File: src/common/svmon_pkg.sv
/*
  Package for the supply voltage monitor: register map, field layout,
  reset values, threshold tables.
  Assumes a classic Wishbone slave with 32-bit data and byte addresses.
*/
// What this block does
// - Control bits 3:0 hold a writable 4-bit threshold code that picks the comparator threshold.
// - With the range bit at one the codes step by 75 mV from 2.550 V at code 0 to 3.675 V at code 15.
// - With the range bit at zero the codes step by 50 mV from 1.70 V at code 0 to 2.45 V at code 15.
// - Control bit 4 is the writable range select, 0 for low range and 1 for high range, low after reset.
// - Read-only bit 5 reads one while the supply is above the configured threshold, else zero.
// - After reset the code is 0x2 in the low range, a threshold of 1.8 V.
// - In deep sleep the monitor is inactive and gives no status updates and no interrupts.
// - The low-supply flag is raised when the status bit falls from one to zero.
// - The flag is set for each of the two transceivers only when that transceiver is not asleep.
// - No interrupt is raised if the supply was low from power-on and status has never been one.
// - A new threshold still above the supply, with status staying zero, raises no interrupt.
package svmon_pkg;

  // ****************************************
  // Register map
  // ****************************************
  localparam logic [3:0] ADDR_CONTROL    = 4'h0;
  localparam logic [3:0] ADDR_IRQ_STATUS = 4'h4;
  localparam logic [3:0] ADDR_IRQ_MASK   = 4'h8;

  // ****************************************
  // Field layout and reset values
  // ****************************************
  localparam int         CODE_W          = 4;
  localparam int         RANGE_BIT       = 4;
  localparam int         ABOVE_BIT       = 5;
  localparam int         NUM_TRX         = 2;
  localparam logic [3:0] CODE_RESET      = 4'h2;
  localparam logic       RANGE_RESET     = 1'b0;
  localparam logic [1:0] MASK_RESET      = 2'h3;

  // ****************************************
  // Threshold tables, in millivolts
  // ****************************************
  localparam logic [11:0] HIGH_BASE_MV   = 12'h9F6;
  localparam logic [11:0] HIGH_STEP_MV   = 12'h04B;
  localparam logic [11:0] LOW_BASE_MV    = 12'h6A4;
  localparam logic [11:0] LOW_STEP_MV    = 12'h032;

  typedef enum logic [1:0] {
    SVMON_ST_IDLE,
    SVMON_ST_ARMED,
    SVMON_ST_LOW
  } svmon_state_t;

  // Threshold in mV for a code and range
  function automatic logic [11:0] svmon_thresh_mv(input logic [3:0] code, input logic high);
    logic [11:0] step;
    step = high ? HIGH_STEP_MV : LOW_STEP_MV;
    return (high ? HIGH_BASE_MV : LOW_BASE_MV) + 12'(step * {8'h00, code});
  endfunction

endpackage

File: src/rtl/svmon_sync.sv
/*
  Two-flip-flop synchroniser for the comparator level.
  Assumes the input is asynchronous to clk_i.
*/
`timescale 1ns/1ns
module svmon_sync (
  input  wire logic clk_i,
  input  wire logic rst_i,
  input  wire logic async_i,
  output logic      sync_o
);
  logic meta;

  // First stage read only by the second
  always_ff @(posedge clk_i) begin
    if (rst_i) begin
      meta   <= 1'b0;
      sync_o <= 1'b0;
    end else begin
      meta   <= async_i;
      sync_o <= meta;
    end
  end
endmodule

File: src/rtl/svmon_top.sv
/*
  Supply voltage monitor: control register, status, low-supply interrupt
  for two transceivers, Wishbone classic slave.
  Assumes the analogue comparator takes the threshold code and range and
  returns an asynchronous above-threshold level; sleep inputs are synchronous.
*/
// The placing of the registers and the Wishbone interface to the registers were chosen for this implementation.
`timescale 1ns/1ns
module svmon_top (
  input  wire logic        clk_i,
  input  wire logic        rst_i,
  input  wire logic        wb_cyc_i,
  input  wire logic        wb_stb_i,
  input  wire logic        wb_we_i,
  input  wire logic [3:0]  wb_adr_i,
  input  wire logic [3:0]  wb_sel_i,
  input  wire logic [31:0] wb_dat_i,
  output logic [31:0]      wb_dat_o,
  output logic             wb_ack_o,
  input  wire logic        cmp_above_i,
  input  wire logic        deep_sleep_i,
  input  wire logic [1:0]  trx_sleep_i,
  output logic [3:0]       threshold_code_o,
  output logic             high_range_select_o,
  output logic [11:0]      threshold_mv_o,
  output logic             monitor_enable_o,
  output logic [1:0]       low_supply_irq_flag_o,
  output logic             irq_o
);

  // ****************************************
  // Declarations
  // ****************************************
  logic [3:0]             threshold_code;
  logic                   high_range_select;
  logic                   supply_above_flag;
  logic                   above_sync;
  logic                   above_prev;
  logic                   ever_above;
  logic [1:0]             low_supply_irq_flag;
  logic [1:0]             low_supply_irq_mask;
  logic                   fall_event;
  logic                   bus_req;
  logic                   wr_lane0;
  logic [1:0]             next_flag;
  svmon_pkg::svmon_state_t state;

  assign bus_req  = wb_cyc_i && wb_stb_i && !wb_ack_o;
  assign wr_lane0 = bus_req && wb_we_i && wb_sel_i[0];

  // ****************************************
  // Comparator crossing
  // ****************************************
  svmon_sync u_sync (
    .clk_i   (clk_i),
    .rst_i   (rst_i),
    .async_i (cmp_above_i),
    .sync_o  (above_sync)
  );

  // ****************************************
  // Control register
  // ****************************************
  // Code and range; bits 7:6 have no storage
  always_ff @(posedge clk_i) begin
    if (rst_i) begin
      threshold_code    <= svmon_pkg::CODE_RESET;
      high_range_select <= svmon_pkg::RANGE_RESET;
    end else if (wr_lane0 && wb_adr_i == svmon_pkg::ADDR_CONTROL) begin
      threshold_code    <= wb_dat_i[svmon_pkg::CODE_W-1:0];
      high_range_select <= wb_dat_i[svmon_pkg::RANGE_BIT];
    end
  end

  // Threshold seen by the comparator, also as millivolts for the analogue trim
  always_ff @(posedge clk_i) begin
    if (rst_i) begin
      threshold_mv_o <= svmon_pkg::svmon_thresh_mv(svmon_pkg::CODE_RESET, svmon_pkg::RANGE_RESET);
    end else begin
      threshold_mv_o <= svmon_pkg::svmon_thresh_mv(threshold_code, high_range_select);
    end
  end

  assign threshold_code_o    = threshold_code;
  assign high_range_select_o = high_range_select;
  assign monitor_enable_o    = !deep_sleep_i;

  // ****************************************
  // Status and edge detection
  // ****************************************
  // Status frozen in deep sleep since the comparator is unpowered there
  always_ff @(posedge clk_i) begin
    if (rst_i) begin
      supply_above_flag <= 1'b0;
      above_prev        <= 1'b0;
      ever_above        <= 1'b0;
    end else if (!deep_sleep_i) begin
      supply_above_flag <= above_sync;
      above_prev        <= supply_above_flag;
      if (supply_above_flag) begin
        ever_above <= 1'b1;
      end
    end
  end

  // Only a true one-to-zero fall counts; staying low after a write is no event
  assign fall_event = !deep_sleep_i && above_prev && !supply_above_flag;

  // Small tracker of the monitor's view of the supply
  always_ff @(posedge clk_i) begin
    if (rst_i) begin
      state <= svmon_pkg::SVMON_ST_IDLE;
    end else begin
      case (state)
        svmon_pkg::SVMON_ST_IDLE: begin
          if (supply_above_flag) begin
            state <= svmon_pkg::SVMON_ST_ARMED;
          end
        end
        svmon_pkg::SVMON_ST_ARMED: begin
          if (fall_event) begin
            state <= svmon_pkg::SVMON_ST_LOW;
          end
        end
        svmon_pkg::SVMON_ST_LOW: begin
          if (supply_above_flag) begin
            state <= svmon_pkg::SVMON_ST_ARMED;
          end
        end
        default: begin
          state <= svmon_pkg::SVMON_ST_IDLE;
        end
      endcase
    end
  end

  // ****************************************
  // Interrupt flags
  // ****************************************
  // Set wins over a write-one clear in the same cycle
  always_comb begin
    next_flag = low_supply_irq_flag;
    if (wr_lane0 && wb_adr_i == svmon_pkg::ADDR_IRQ_STATUS) begin
      next_flag = next_flag & ~wb_dat_i[svmon_pkg::NUM_TRX-1:0];
    end
    if (fall_event) begin
      next_flag = next_flag | ~trx_sleep_i;
    end
  end

  always_ff @(posedge clk_i) begin
    if (rst_i) begin
      low_supply_irq_flag <= '0;
    end else begin
      low_supply_irq_flag <= next_flag;
    end
  end

  // Mask is a plain enable; noisy supplies are tamed by software clearing it
  always_ff @(posedge clk_i) begin
    if (rst_i) begin
      low_supply_irq_mask <= svmon_pkg::MASK_RESET;
    end else if (wr_lane0 && wb_adr_i == svmon_pkg::ADDR_IRQ_MASK) begin
      low_supply_irq_mask <= wb_dat_i[svmon_pkg::NUM_TRX-1:0];
    end
  end

  assign low_supply_irq_flag_o = low_supply_irq_flag;
  assign irq_o = |(low_supply_irq_flag & low_supply_irq_mask);

  // ****************************************
  // Wishbone answer
  // ****************************************
  // One-cycle ack, unmapped addresses read zero
  always_ff @(posedge clk_i) begin
    if (rst_i) begin
      wb_ack_o <= 1'b0;
      wb_dat_o <= '0;
    end else begin
      wb_ack_o <= bus_req;
      wb_dat_o <= '0;
      if (bus_req && !wb_we_i) begin
        if (wb_adr_i == svmon_pkg::ADDR_CONTROL) begin
          wb_dat_o <= {26'h0, supply_above_flag, high_range_select, threshold_code};
        end else if (wb_adr_i == svmon_pkg::ADDR_IRQ_STATUS) begin
          wb_dat_o <= {30'h0, low_supply_irq_flag};
        end else if (wb_adr_i == svmon_pkg::ADDR_IRQ_MASK) begin
          wb_dat_o <= {30'h0, low_supply_irq_mask};
        end
      end
    end
  end

  // ****************************************
  // Checks
  // ****************************************
  // Reset values of the control fields and of the derived threshold
  a_reset_code_default: assert property (@(posedge clk_i)
    $past(rst_i) |-> threshold_code == svmon_pkg::CODE_RESET && !high_range_select)
    else $error("control reset value wrong");

  a_mv_reset_value: assert property (@(posedge clk_i)
    $past(rst_i) |-> threshold_mv_o == 12'h708)
    else $error("threshold reset value wrong");

  // Control writes land on the taking edge, lane 0 only
  a_code_write_taken: assert property (@(posedge clk_i) disable iff (rst_i)
    wr_lane0 && wb_adr_i == svmon_pkg::ADDR_CONTROL |=> threshold_code == $past(wb_dat_i[svmon_pkg::CODE_W-1:0]))
    else $error("threshold code not written");

  a_range_write_taken: assert property (@(posedge clk_i) disable iff (rst_i)
    wr_lane0 && wb_adr_i == svmon_pkg::ADDR_CONTROL |=> high_range_select == $past(wb_dat_i[svmon_pkg::RANGE_BIT]))
    else $error("range bit not written");

  a_lane_gated_write: assert property (@(posedge clk_i) disable iff (rst_i)
    bus_req && wb_we_i && !wb_sel_i[0] |=> $stable(threshold_code) && $stable(high_range_select))
    else $error("control written without lane 0");

  // Table end points and the reset-code threshold; the ladder is only trusted once code and range sit still
  a_high_table: assert property (@(posedge clk_i) disable iff (rst_i)
    high_range_select && threshold_code == 4'hF && $stable(threshold_code) && $stable(high_range_select)
    |=> threshold_mv_o == 12'hE5B)
    else $error("high range top wrong");

  a_low_table: assert property (@(posedge clk_i) disable iff (rst_i)
    !high_range_select && threshold_code == 4'hF && $stable(threshold_code) && $stable(high_range_select)
    |=> threshold_mv_o == 12'h992)
    else $error("low range top wrong");

  a_high_base: assert property (@(posedge clk_i) disable iff (rst_i)
    high_range_select && threshold_code == 4'h0 && $stable(threshold_code) && $stable(high_range_select)
    |=> threshold_mv_o == 12'h9F6)
    else $error("high range bottom wrong");

  a_low_base: assert property (@(posedge clk_i) disable iff (rst_i)
    !high_range_select && threshold_code == 4'h0 && $stable(threshold_code) && $stable(high_range_select)
    |=> threshold_mv_o == 12'h6A4)
    else $error("low range bottom wrong");

  a_default_thresh: assert property (@(posedge clk_i) disable iff (rst_i)
    !high_range_select && threshold_code == svmon_pkg::CODE_RESET && $stable(threshold_code)
    && $stable(high_range_select) |=> threshold_mv_o == 12'h708)
    else $error("default threshold wrong");

  // Status path
  a_status_follows: assert property (@(posedge clk_i) disable iff (rst_i)
    !deep_sleep_i |=> supply_above_flag == $past(above_sync))
    else $error("status not following comparator");

  a_sync_two_stage: assert property (@(posedge clk_i) disable iff (rst_i)
    !deep_sleep_i [*3] |-> supply_above_flag == $past(cmp_above_i, 3))
    else $error("synchroniser depth wrong");

  a_sleep_status_hold: assert property (@(posedge clk_i) disable iff (rst_i)
    deep_sleep_i |=> $stable(supply_above_flag))
    else $error("status moved in deep sleep");

  // Interrupt flags
  a_sleep_no_event: assert property (@(posedge clk_i) disable iff (rst_i)
    deep_sleep_i |=> $stable(low_supply_irq_flag) || $past(wr_lane0))
    else $error("flag set in deep sleep");

  a_fall_sets_flag: assert property (@(posedge clk_i) disable iff (rst_i)
    fall_event && !trx_sleep_i[0] |=> low_supply_irq_flag[0])
    else $error("fall did not set flag");

  a_fall_sets_second: assert property (@(posedge clk_i) disable iff (rst_i)
    fall_event && !trx_sleep_i[1] |=> low_supply_irq_flag[1])
    else $error("fall did not set second flag");

  a_asleep_trx_skip: assert property (@(posedge clk_i) disable iff (rst_i)
    !low_supply_irq_flag[1] && trx_sleep_i[1] |=> !low_supply_irq_flag[1])
    else $error("sleeping transceiver flagged");

  a_flag_sticky: assert property (@(posedge clk_i) disable iff (rst_i)
    low_supply_irq_flag[0] && !(wr_lane0 && wb_adr_i == svmon_pkg::ADDR_IRQ_STATUS && wb_dat_i[0])
    |=> low_supply_irq_flag[0])
    else $error("flag lost without clear");

  a_never_above_quiet: assert property (@(posedge clk_i) disable iff (rst_i)
    !ever_above |-> !fall_event)
    else $error("event without prior high status");

  // A threshold write while the status is already low must stay quiet
  a_write_no_event: assert property (@(posedge clk_i) disable iff (rst_i)
    !deep_sleep_i && !supply_above_flag && wr_lane0 && wb_adr_i == svmon_pkg::ADDR_CONTROL |=> !fall_event)
    else $error("event after threshold write");

  // Tracker and edge detector must agree on every fall
  a_fall_when_armed: assert property (@(posedge clk_i) disable iff (rst_i)
    fall_event |-> state == svmon_pkg::SVMON_ST_ARMED)
    else $error("fall seen while not armed");

  a_low_after_fall: assert property (@(posedge clk_i) disable iff (rst_i)
    fall_event |=> state == svmon_pkg::SVMON_ST_LOW)
    else $error("tracker missed a fall");

  a_mask_write_taken: assert property (@(posedge clk_i) disable iff (rst_i)
    wr_lane0 && wb_adr_i == svmon_pkg::ADDR_IRQ_MASK |=> low_supply_irq_mask == $past(wb_dat_i[1:0]))
    else $error("mask not written");

  // Read-back of the control register
  a_top_bits_zero: assert property (@(posedge clk_i) disable iff (rst_i)
    $past(bus_req && !wb_we_i && wb_adr_i == svmon_pkg::ADDR_CONTROL) |-> wb_dat_o[7:6] == 2'b00)
    else $error("reserved bits not zero");

  a_status_read_back: assert property (@(posedge clk_i) disable iff (rst_i)
    $past(bus_req && !wb_we_i && wb_adr_i == svmon_pkg::ADDR_CONTROL)
    |-> wb_dat_o[svmon_pkg::ABOVE_BIT] == $past(supply_above_flag))
    else $error("status bit read back wrong");

  a_code_read_back: assert property (@(posedge clk_i) disable iff (rst_i)
    $past(bus_req && !wb_we_i && wb_adr_i == svmon_pkg::ADDR_CONTROL)
    |-> wb_dat_o[svmon_pkg::CODE_W-1:0] == $past(threshold_code))
    else $error("code read back wrong");

  a_range_read_back: assert property (@(posedge clk_i) disable iff (rst_i)
    $past(bus_req && !wb_we_i && wb_adr_i == svmon_pkg::ADDR_CONTROL)
    |-> wb_dat_o[svmon_pkg::RANGE_BIT] == $past(high_range_select))
    else $error("range read back wrong");

endmodule

File: config.mk
export PLATFORM = sky130hd
export DESIGN_NAME = svmon_top
export DESIGN_NICKNAME = d
export VERILOG_FILES = /design/src/common/svmon_pkg.sv /design/src/rtl/svmon_sync.sv /design/src/rtl/svmon_top.sv
export SDC_FILE = /design/constraint.sdc
export NUM_CORES = 1
export LEC_CHECK = 0
export BUFFER_PORTS_ARGS = -buffer_cell sky130_fd_sc_hd__buf_2
export CELL_PAD_IN_SITES_DETAIL_PLACEMENT = 1
export CELL_PAD_IN_SITES_GLOBAL_PLACEMENT = 1
export CORE_MARGIN = 1.5
export CORE_UTILIZATION = 30
export DETAILED_ROUTE_END_ITERATION = 12
export PLACE_DENSITY = 0.83
export SLEW_MARGIN = 5
export SYNTH_ARGS = -nofsm -noshare
export SYNTH_HDL_FRONTEND = slang
export SYNTH_SLANG_ARGS = --single-unit
export TNS_END_PERCENT = 30
File: constraint.sdc
create_clock -name clk_i -period 3.9 [get_ports clk_i]
set_clock_uncertainty 0.15 [all_clocks]
set_input_delay 0 -clock clk_i [delete_from_list [all_inputs] [get_ports clk_i]]
set_output_delay 0 -clock clk_i [all_outputs]
set_load 0.02 [all_outputs]
==> Yosys cells after proc, flatten, opt, wreduce, memory -nomap -nowiden <==
Index checks and enable logic that the tools add are counted.
{ "classes": {"add_sub_neg": 1, "multipliers": 1, "n_eq_ne": 2, "n_mux": 7, "n_bitwise": 6, "n_reduce_logical": 18} }
{ "ops": {"columns": ["cell", "count"], "rows": [
  ["$add A12 B11 Y12", 1],
  ["$mux W12", 1],
  ["$mul A7 B4 Y11", 1],
  ["$logic_and A1 B1 Y1", 10],
  ["$mux W2", 4],
  ["$mux W7", 1],
  ["$mux W6", 1],
  ["$and A2 B2 Y2", 2],
  ["$eq A4 B3 Y1 const B", 1],
  ["$eq A4 B4 Y1 const B", 1],
  ["$logic_not A1 Y1", 4],
  ["$logic_not A4 Y1", 1],
  ["$not A2 Y2", 2],
  ["$reduce_or A2 Y1", 2],
  ["$reduce_or A4 Y1", 1],
  ["$or A2 B2 Y2", 1],
  ["$not A1 Y1", 1]
]} }
{ "word_totals": {"regBits": 58} }

==> Logic depth before layout (Yosys ltp) <==
{ "depth": {"depth_word": 8, "mapped_depth": 14, "mapped_depth_nobuf": 14} }

==> Hierarchy <==
Synthesis repeated with hierarchy kept, for this count alone.
{ "unflattened": {"cells_unflattened": 235, "hier_area_um2": 2149.6} }
{ "modules_own_cells": {"columns": ["module", "n_inst", "cells_each", "area_per_inst_um2", "seq_area_each_um2"], "rows": [
  ["svmon_top", 1, 231, 2097.0, 600.6],
  ["svmon_sync", 1, 4, 52.6, 40.0]
]} }

==> Worst setup path before layout <==
Ideal clock, no wire load.
{ "synth_timing": {"kind": "register -> register", "start": "reg high_range_select (netlist: high_range_select_o)", "end": "reg threshold_mv_o[11]", "setup_time_ns": 0.120, "arrival_ns": 3.717, "path_slack_ns": -0.087, "stages_incl_launch_ff": 14, "period_less_slack_ns": 3.987, "path_cell_list": "dfxtp_1 > inv_1 > nand2_1 > nand2_1 > ha_1 > fa_1 > inv_1 > fa_1 > inv_1 > ha_1 > and3_2 > a221o_1 > a31o_1 > a211o_1"} }
{ "synth_via": {"elab_chain_len": 3, "elab_cells_between_ends": 4, "classes_between": "add/sub (1); mul (1); mux (2)"} }
{ "synth_rtl": {"columns": ["item", "line_no", "text"], "rows": [
  ["start, declared", "svmon_top.sv:35", "logic high_range_select;"],
  ["start signal, assigned", "svmon_top.sv:68", "high_range_select <= svmon_pkg::RANGE_RESET;"],
  ["start signal, assigned", "svmon_top.sv:71", "high_range_select <= wb_dat_i[svmon_pkg::RANGE_BIT];"],
  ["$mux W7", "svmon_pkg.sv:55", "step = high ? HIGH_STEP_MV : LOW_STEP_MV;"],
  ["$mul A7 B4 Y11", "svmon_pkg.sv:56", "return (high ? HIGH_BASE_MV : LOW_BASE_MV) + 12'(step * {8'h00, code});"],
  ["$add A12 B11 Y12 *", "svmon_pkg.sv:56", null],
  ["end signal, assigned", "svmon_top.sv:78", "threshold_mv_o <= svmon_pkg::svmon_thresh_mv(svmon_pkg::CODE_RESET, svmon_pkg::RANGE_RESET);"],
  ["end signal, assigned", "svmon_top.sv:80", "threshold_mv_o <= svmon_pkg::svmon_thresh_mv(threshold_code, high_range_select);"],
  ["end, declared", "svmon_top.sv:25", "output logic [11:0] threshold_mv_o,"]
]} }
Mark *: on every way between the ends. The rest lies on a longest branch, timed or not.
A chain may end at the register's enable or synchronous reset.

==> Final worst setup path <==
Ends and elaborated chain as after synthesis.

==> summary.md <==
| Metric | Value |
|---|---|
| Status | `complete, no violations` |
| Synth top cells by count | `32 x dfxtp_1, 26 x buf_4, 25 x ha_1, 25 x inv_1, 18 x nor2_1` |
| Vias/cell | `4.48` |
| Clock latency on the worst-skew pair | `290 ps` |
| Num CTS Buffers | `5` |
| Vias in the first global route | `1,913` |
| Final Hold Viols | `0` |
| Setup TNS | `0 ps` |
| RSZ-0062 raised after global routing | `no` |
| FF-to-FF Start | `high_range_select_o$_SDFFE_PP0P_` |
| Crit path max-delay cell type | `fa_1` |
| Global-route wire length before repair | `8580 µm` |
| Yosys cell types | `37` |
| Synth Area per Inst | `9.14 µm²` |
| Total die area | `7680 µm²` |
| CTS clk-pin slew, worst paths | `70 ps` |
| Clk sinks | `32` |
| Worst-path fanout max | `9` |
| Port buffer count | `46` |
| Peak supply drop | `0.000101 V` |
| Crit path cell chain | `nor2b_1 > ha_1 > fa_1 > inv_1 > fa_1 > inv_1 > ha_1 > and3_2 > a221o_1 > a31o_1 > a211o_1` |
| Via total after detailed routing | `1,832` |
| Hold path start | `rst_i` |
| Synth warnings | `0` |
| Critical path's largest stage delay | `about 510 ps` |
| Worst rel slew slack | `roughly two thirds` |
| CP Launch Type | `register` |
| Post-DR wirelength/cell | `12.9 µm` |
| Largest net degree at the start of global routing | `30` |
| Part of the power in registers | `45.3%` |
| Effective utilization at floorplan | `31.3%` |
| CORE AREA | `6870 µm²` |
| NumNets Final | `approximately 400` |
| Site row count | `30` |
| Detail Route Antenna Nets | `0` |
| Die Wd | `87.6 µm` |
| H-tree depth | `2` |
| CP required | `slightly below 4000 ps` |
| NetSw | `around 0.18 mW` |
| I/O Pins | `103` |
| Clk buf depth | `2` |
| Total GRT Usage | `14.6%` |
| Worst Max-Slew Pin Slew | `508 ps` |
| Post-DP HPWL | `3810 µm` |
| Final max-slew violation count | `0` |
| Achievable Freq | `271 MHz` |
| GRT overflow | `0` |
| Kind of critical path | `register to register` |
| Pwr Total | `0.734 mW` |
| Worst EP arrival | `3730 ps` |
| Initial DRC Count | `84` |
| Comb power frac | `12.0%` |
| Die height | `approximately 88 µm` |
| Synth top area share | `29.8%` |
| Sw Ratio | `24.9%` |
| Routed wire length | `5280 µm` |
| Min Tclk post-route | `3700 ps` |
| Final count of negative-setup-slack endpoints | `0` |
| CTS tree | `done` |
| Biggest area consumer among synthesized cells | `dfxtp_1` |
| Root Buffer | `clkbuf_8` |
| Layout cells sized above 1 | `21.4%` |
| GPL Wtd Cong | `around 0.84` |
| P_int | `0.551 mW` |
| WHS Endpoint | `wb_ack_o$_SDFF_PP0_` |
| Cells after Synth | `235` |
| Filler instances | `828` |
| Initial antenna violation count | `0` |
| Hold Path Depth | `2` |
| Reg2reg end | `threshold_mv_o[11]$_SDFF_PP0_` |
| Post-synth design cell area | `2150 µm²` |
| Sequential area share after synthesis | `29.8%` |
| Drt first pass iters | `4` |
| Antenna diode count | `0` |
| Drc violations | `0` |
| Static Leak | `around 1.5 nW` |
| Post-synth EDFFs | `0` |
| Clock Power Share | `42.7%` |
| Post-synthesis register bit count | `32` |
| Area Overhead vs Synth | `28.7%` |
| Max-cap violations | `0` |
| Synth async-reset ratio | `0%` |
| Most numerous cell in the Yosys netlist | `dfxtp_1` |
| Worst setup EP type | `register` |
| Register-to-register setup slack | `200 ps` |
| Hold Crit Class | `primary input to register` |
| Setup repair bufs after CTS | `0` |
| Largest cells by area after synthesis | `dfxtp_1 30%, ha_1 15%, buf_4 9.1%` |
| Dominant synthesized flop cell | `dfxtp_1` |
| PwrDens | `around 270 nW/µm²` |
| Worst reg2reg path depth | `11` |
| Tcrit/Tclk final | `between 90 and 100%` |
-- power groups by stage --
stage          registers (mW)  clock network (mW)  logic [mW]
2_1_floorplan           0.344                   0      0.0668
3_3_place_gp            0.340                   0      0.0717
3_5_place_dp            0.340                   0      0.0740
4_1_cts                 0.333               0.325      0.0864
5_1_grt                 0.332               0.334      0.0967
6_report                0.332               0.314      0.0881
-- per-layer routing --
layer  vias to the layer above  wire [µm]  global-route usage (%)
li1                        878          -                       -
met1                       882       2130                    15.3
met2                        58       2760                    27.3
met3                        14        234                    2.92
met4                         0        159                    7.94
met5                         -          0                       0
-- per-stage QoR --
step / area [µm²] / hold slack (ps) / util (%) / cells / setup slack [ps]
after detailed placement: 2420 / 99.7 / 35.3 / 378 / 184
after floorplan: 2250 / -73.4 / - / 261 / 144
final: 2770 / 4.26 / 40.3 / 409 / 203
after CTS: 2760 / 13.2 / 40.2 / 409 / 154
after global placement: 2420 / 87.6 / 35.3 / 378 / 221
after global routing: 2770 / 54.0 / 40.3 / 409 / 27.1
-- cells by family (layout without fill, tap and decap cells) --
family	Yosys count	count (layout)	share of synthesized area (%)
compound gates	28	28	8.97
xor+xnor	8	8	3.26
fa+ha+maj	33	33	22.0
buf+inv	55	107	14.2
flops	32	32	29.8
mux	6	6	2.80
other cells	1	27	0.175
simple gates	72	72	18.8
-- sequential cells by signal, indices dropped and copies added (netlist names) --
name                   count
above_prev                 1
supply_above_flag          1
high_range_select_o        1
threshold_code_o           4
low_supply_irq_flag_o      2
wb_ack_o                   1
u_sync.meta                1
threshold_mv_o            12
wb_dat_o                   6
u_sync.sync_o              1
low_supply_irq_mask        2
-- worst max-delay path: cells and delay by family, from the launching register on --
kind	cells	cell delay (ps)
buf+inv	2	100
simple gates	2	510
fa+ha+maj	4	1650
compound gates	3	780
flops	1	380
-- cell type report --
| class | instances | area, µm² | area share, % |
|---|---|---|---|
| clock buffer | 6 | 72.6 | 2.62 |
| clock inverter | 2 | 35.0 | 1.27 |
| inverter | 25 | 93.8 | 3.39 |
| multi-input combinational | 174 | 1300 | 47.1 |
| sequential | 32 | 644 | 23.3 |
| tap | 96 | 120 | 4.34 |
| timing repair buffer | 74 | 498 | 18.0 |
-- placed cells by master, fill, tap and decap left out, types with 2 or more instances in the layout --
cell type and n:
a211o_1 4, a21o_1 4, a21oi_1 10, and2_1 5, and3_1 3, and3_2 2, buf_2 46, buf_4 5
clkbuf_8 5, conb_1 27, dfxtp_1 31, dlygate4sd3_1 23, fa_1 8, ha_1 25, inv_1 25, mux2i_1 6
nand2_1 15, nand2b_1 5, nand3_1 3, nand4b_1 2, nor2_1 18, nor2b_1 8, nor4b_1 2, o21ai_0 4
or3_1 3, xnor2_1 4, xor2_1 4
-- worst max path at each step --
stage          slack, ps                       endpoint  cells past startpoint                             start
4_1_cts              150  threshold_mv_o[11]$_SDFF_PP0_                     13  high_range_select_o$_SDFFE_PP0P_
5_1_grt               30  threshold_mv_o[11]$_SDFF_PP0_                     11  high_range_select_o$_SDFFE_PP0P_
3_3_place_gp         220  threshold_mv_o[11]$_SDFF_PP0_                     13  high_range_select_o$_SDFFE_PP0P_
6_report             200  threshold_mv_o[11]$_SDFF_PP0_                     11  high_range_select_o$_SDFFE_PP0P_
3_5_place_dp         180  threshold_mv_o[11]$_SDFF_PP0_                     13  high_range_select_o$_SDFFE_PP0P_
2_1_floorplan        140  threshold_mv_o[11]$_SDFF_PP0_                     13  high_range_select_o$_SDFFE_PP0P_
-- what timing repair did --
action | CTS | global route
resized for setup | 0 | 1
hold buffers | 23 | 0
setup endpoints to repair | 0 | 1
endpoints found under the hold margin | 16 | 0
Power figures use the tool's default switching activity.
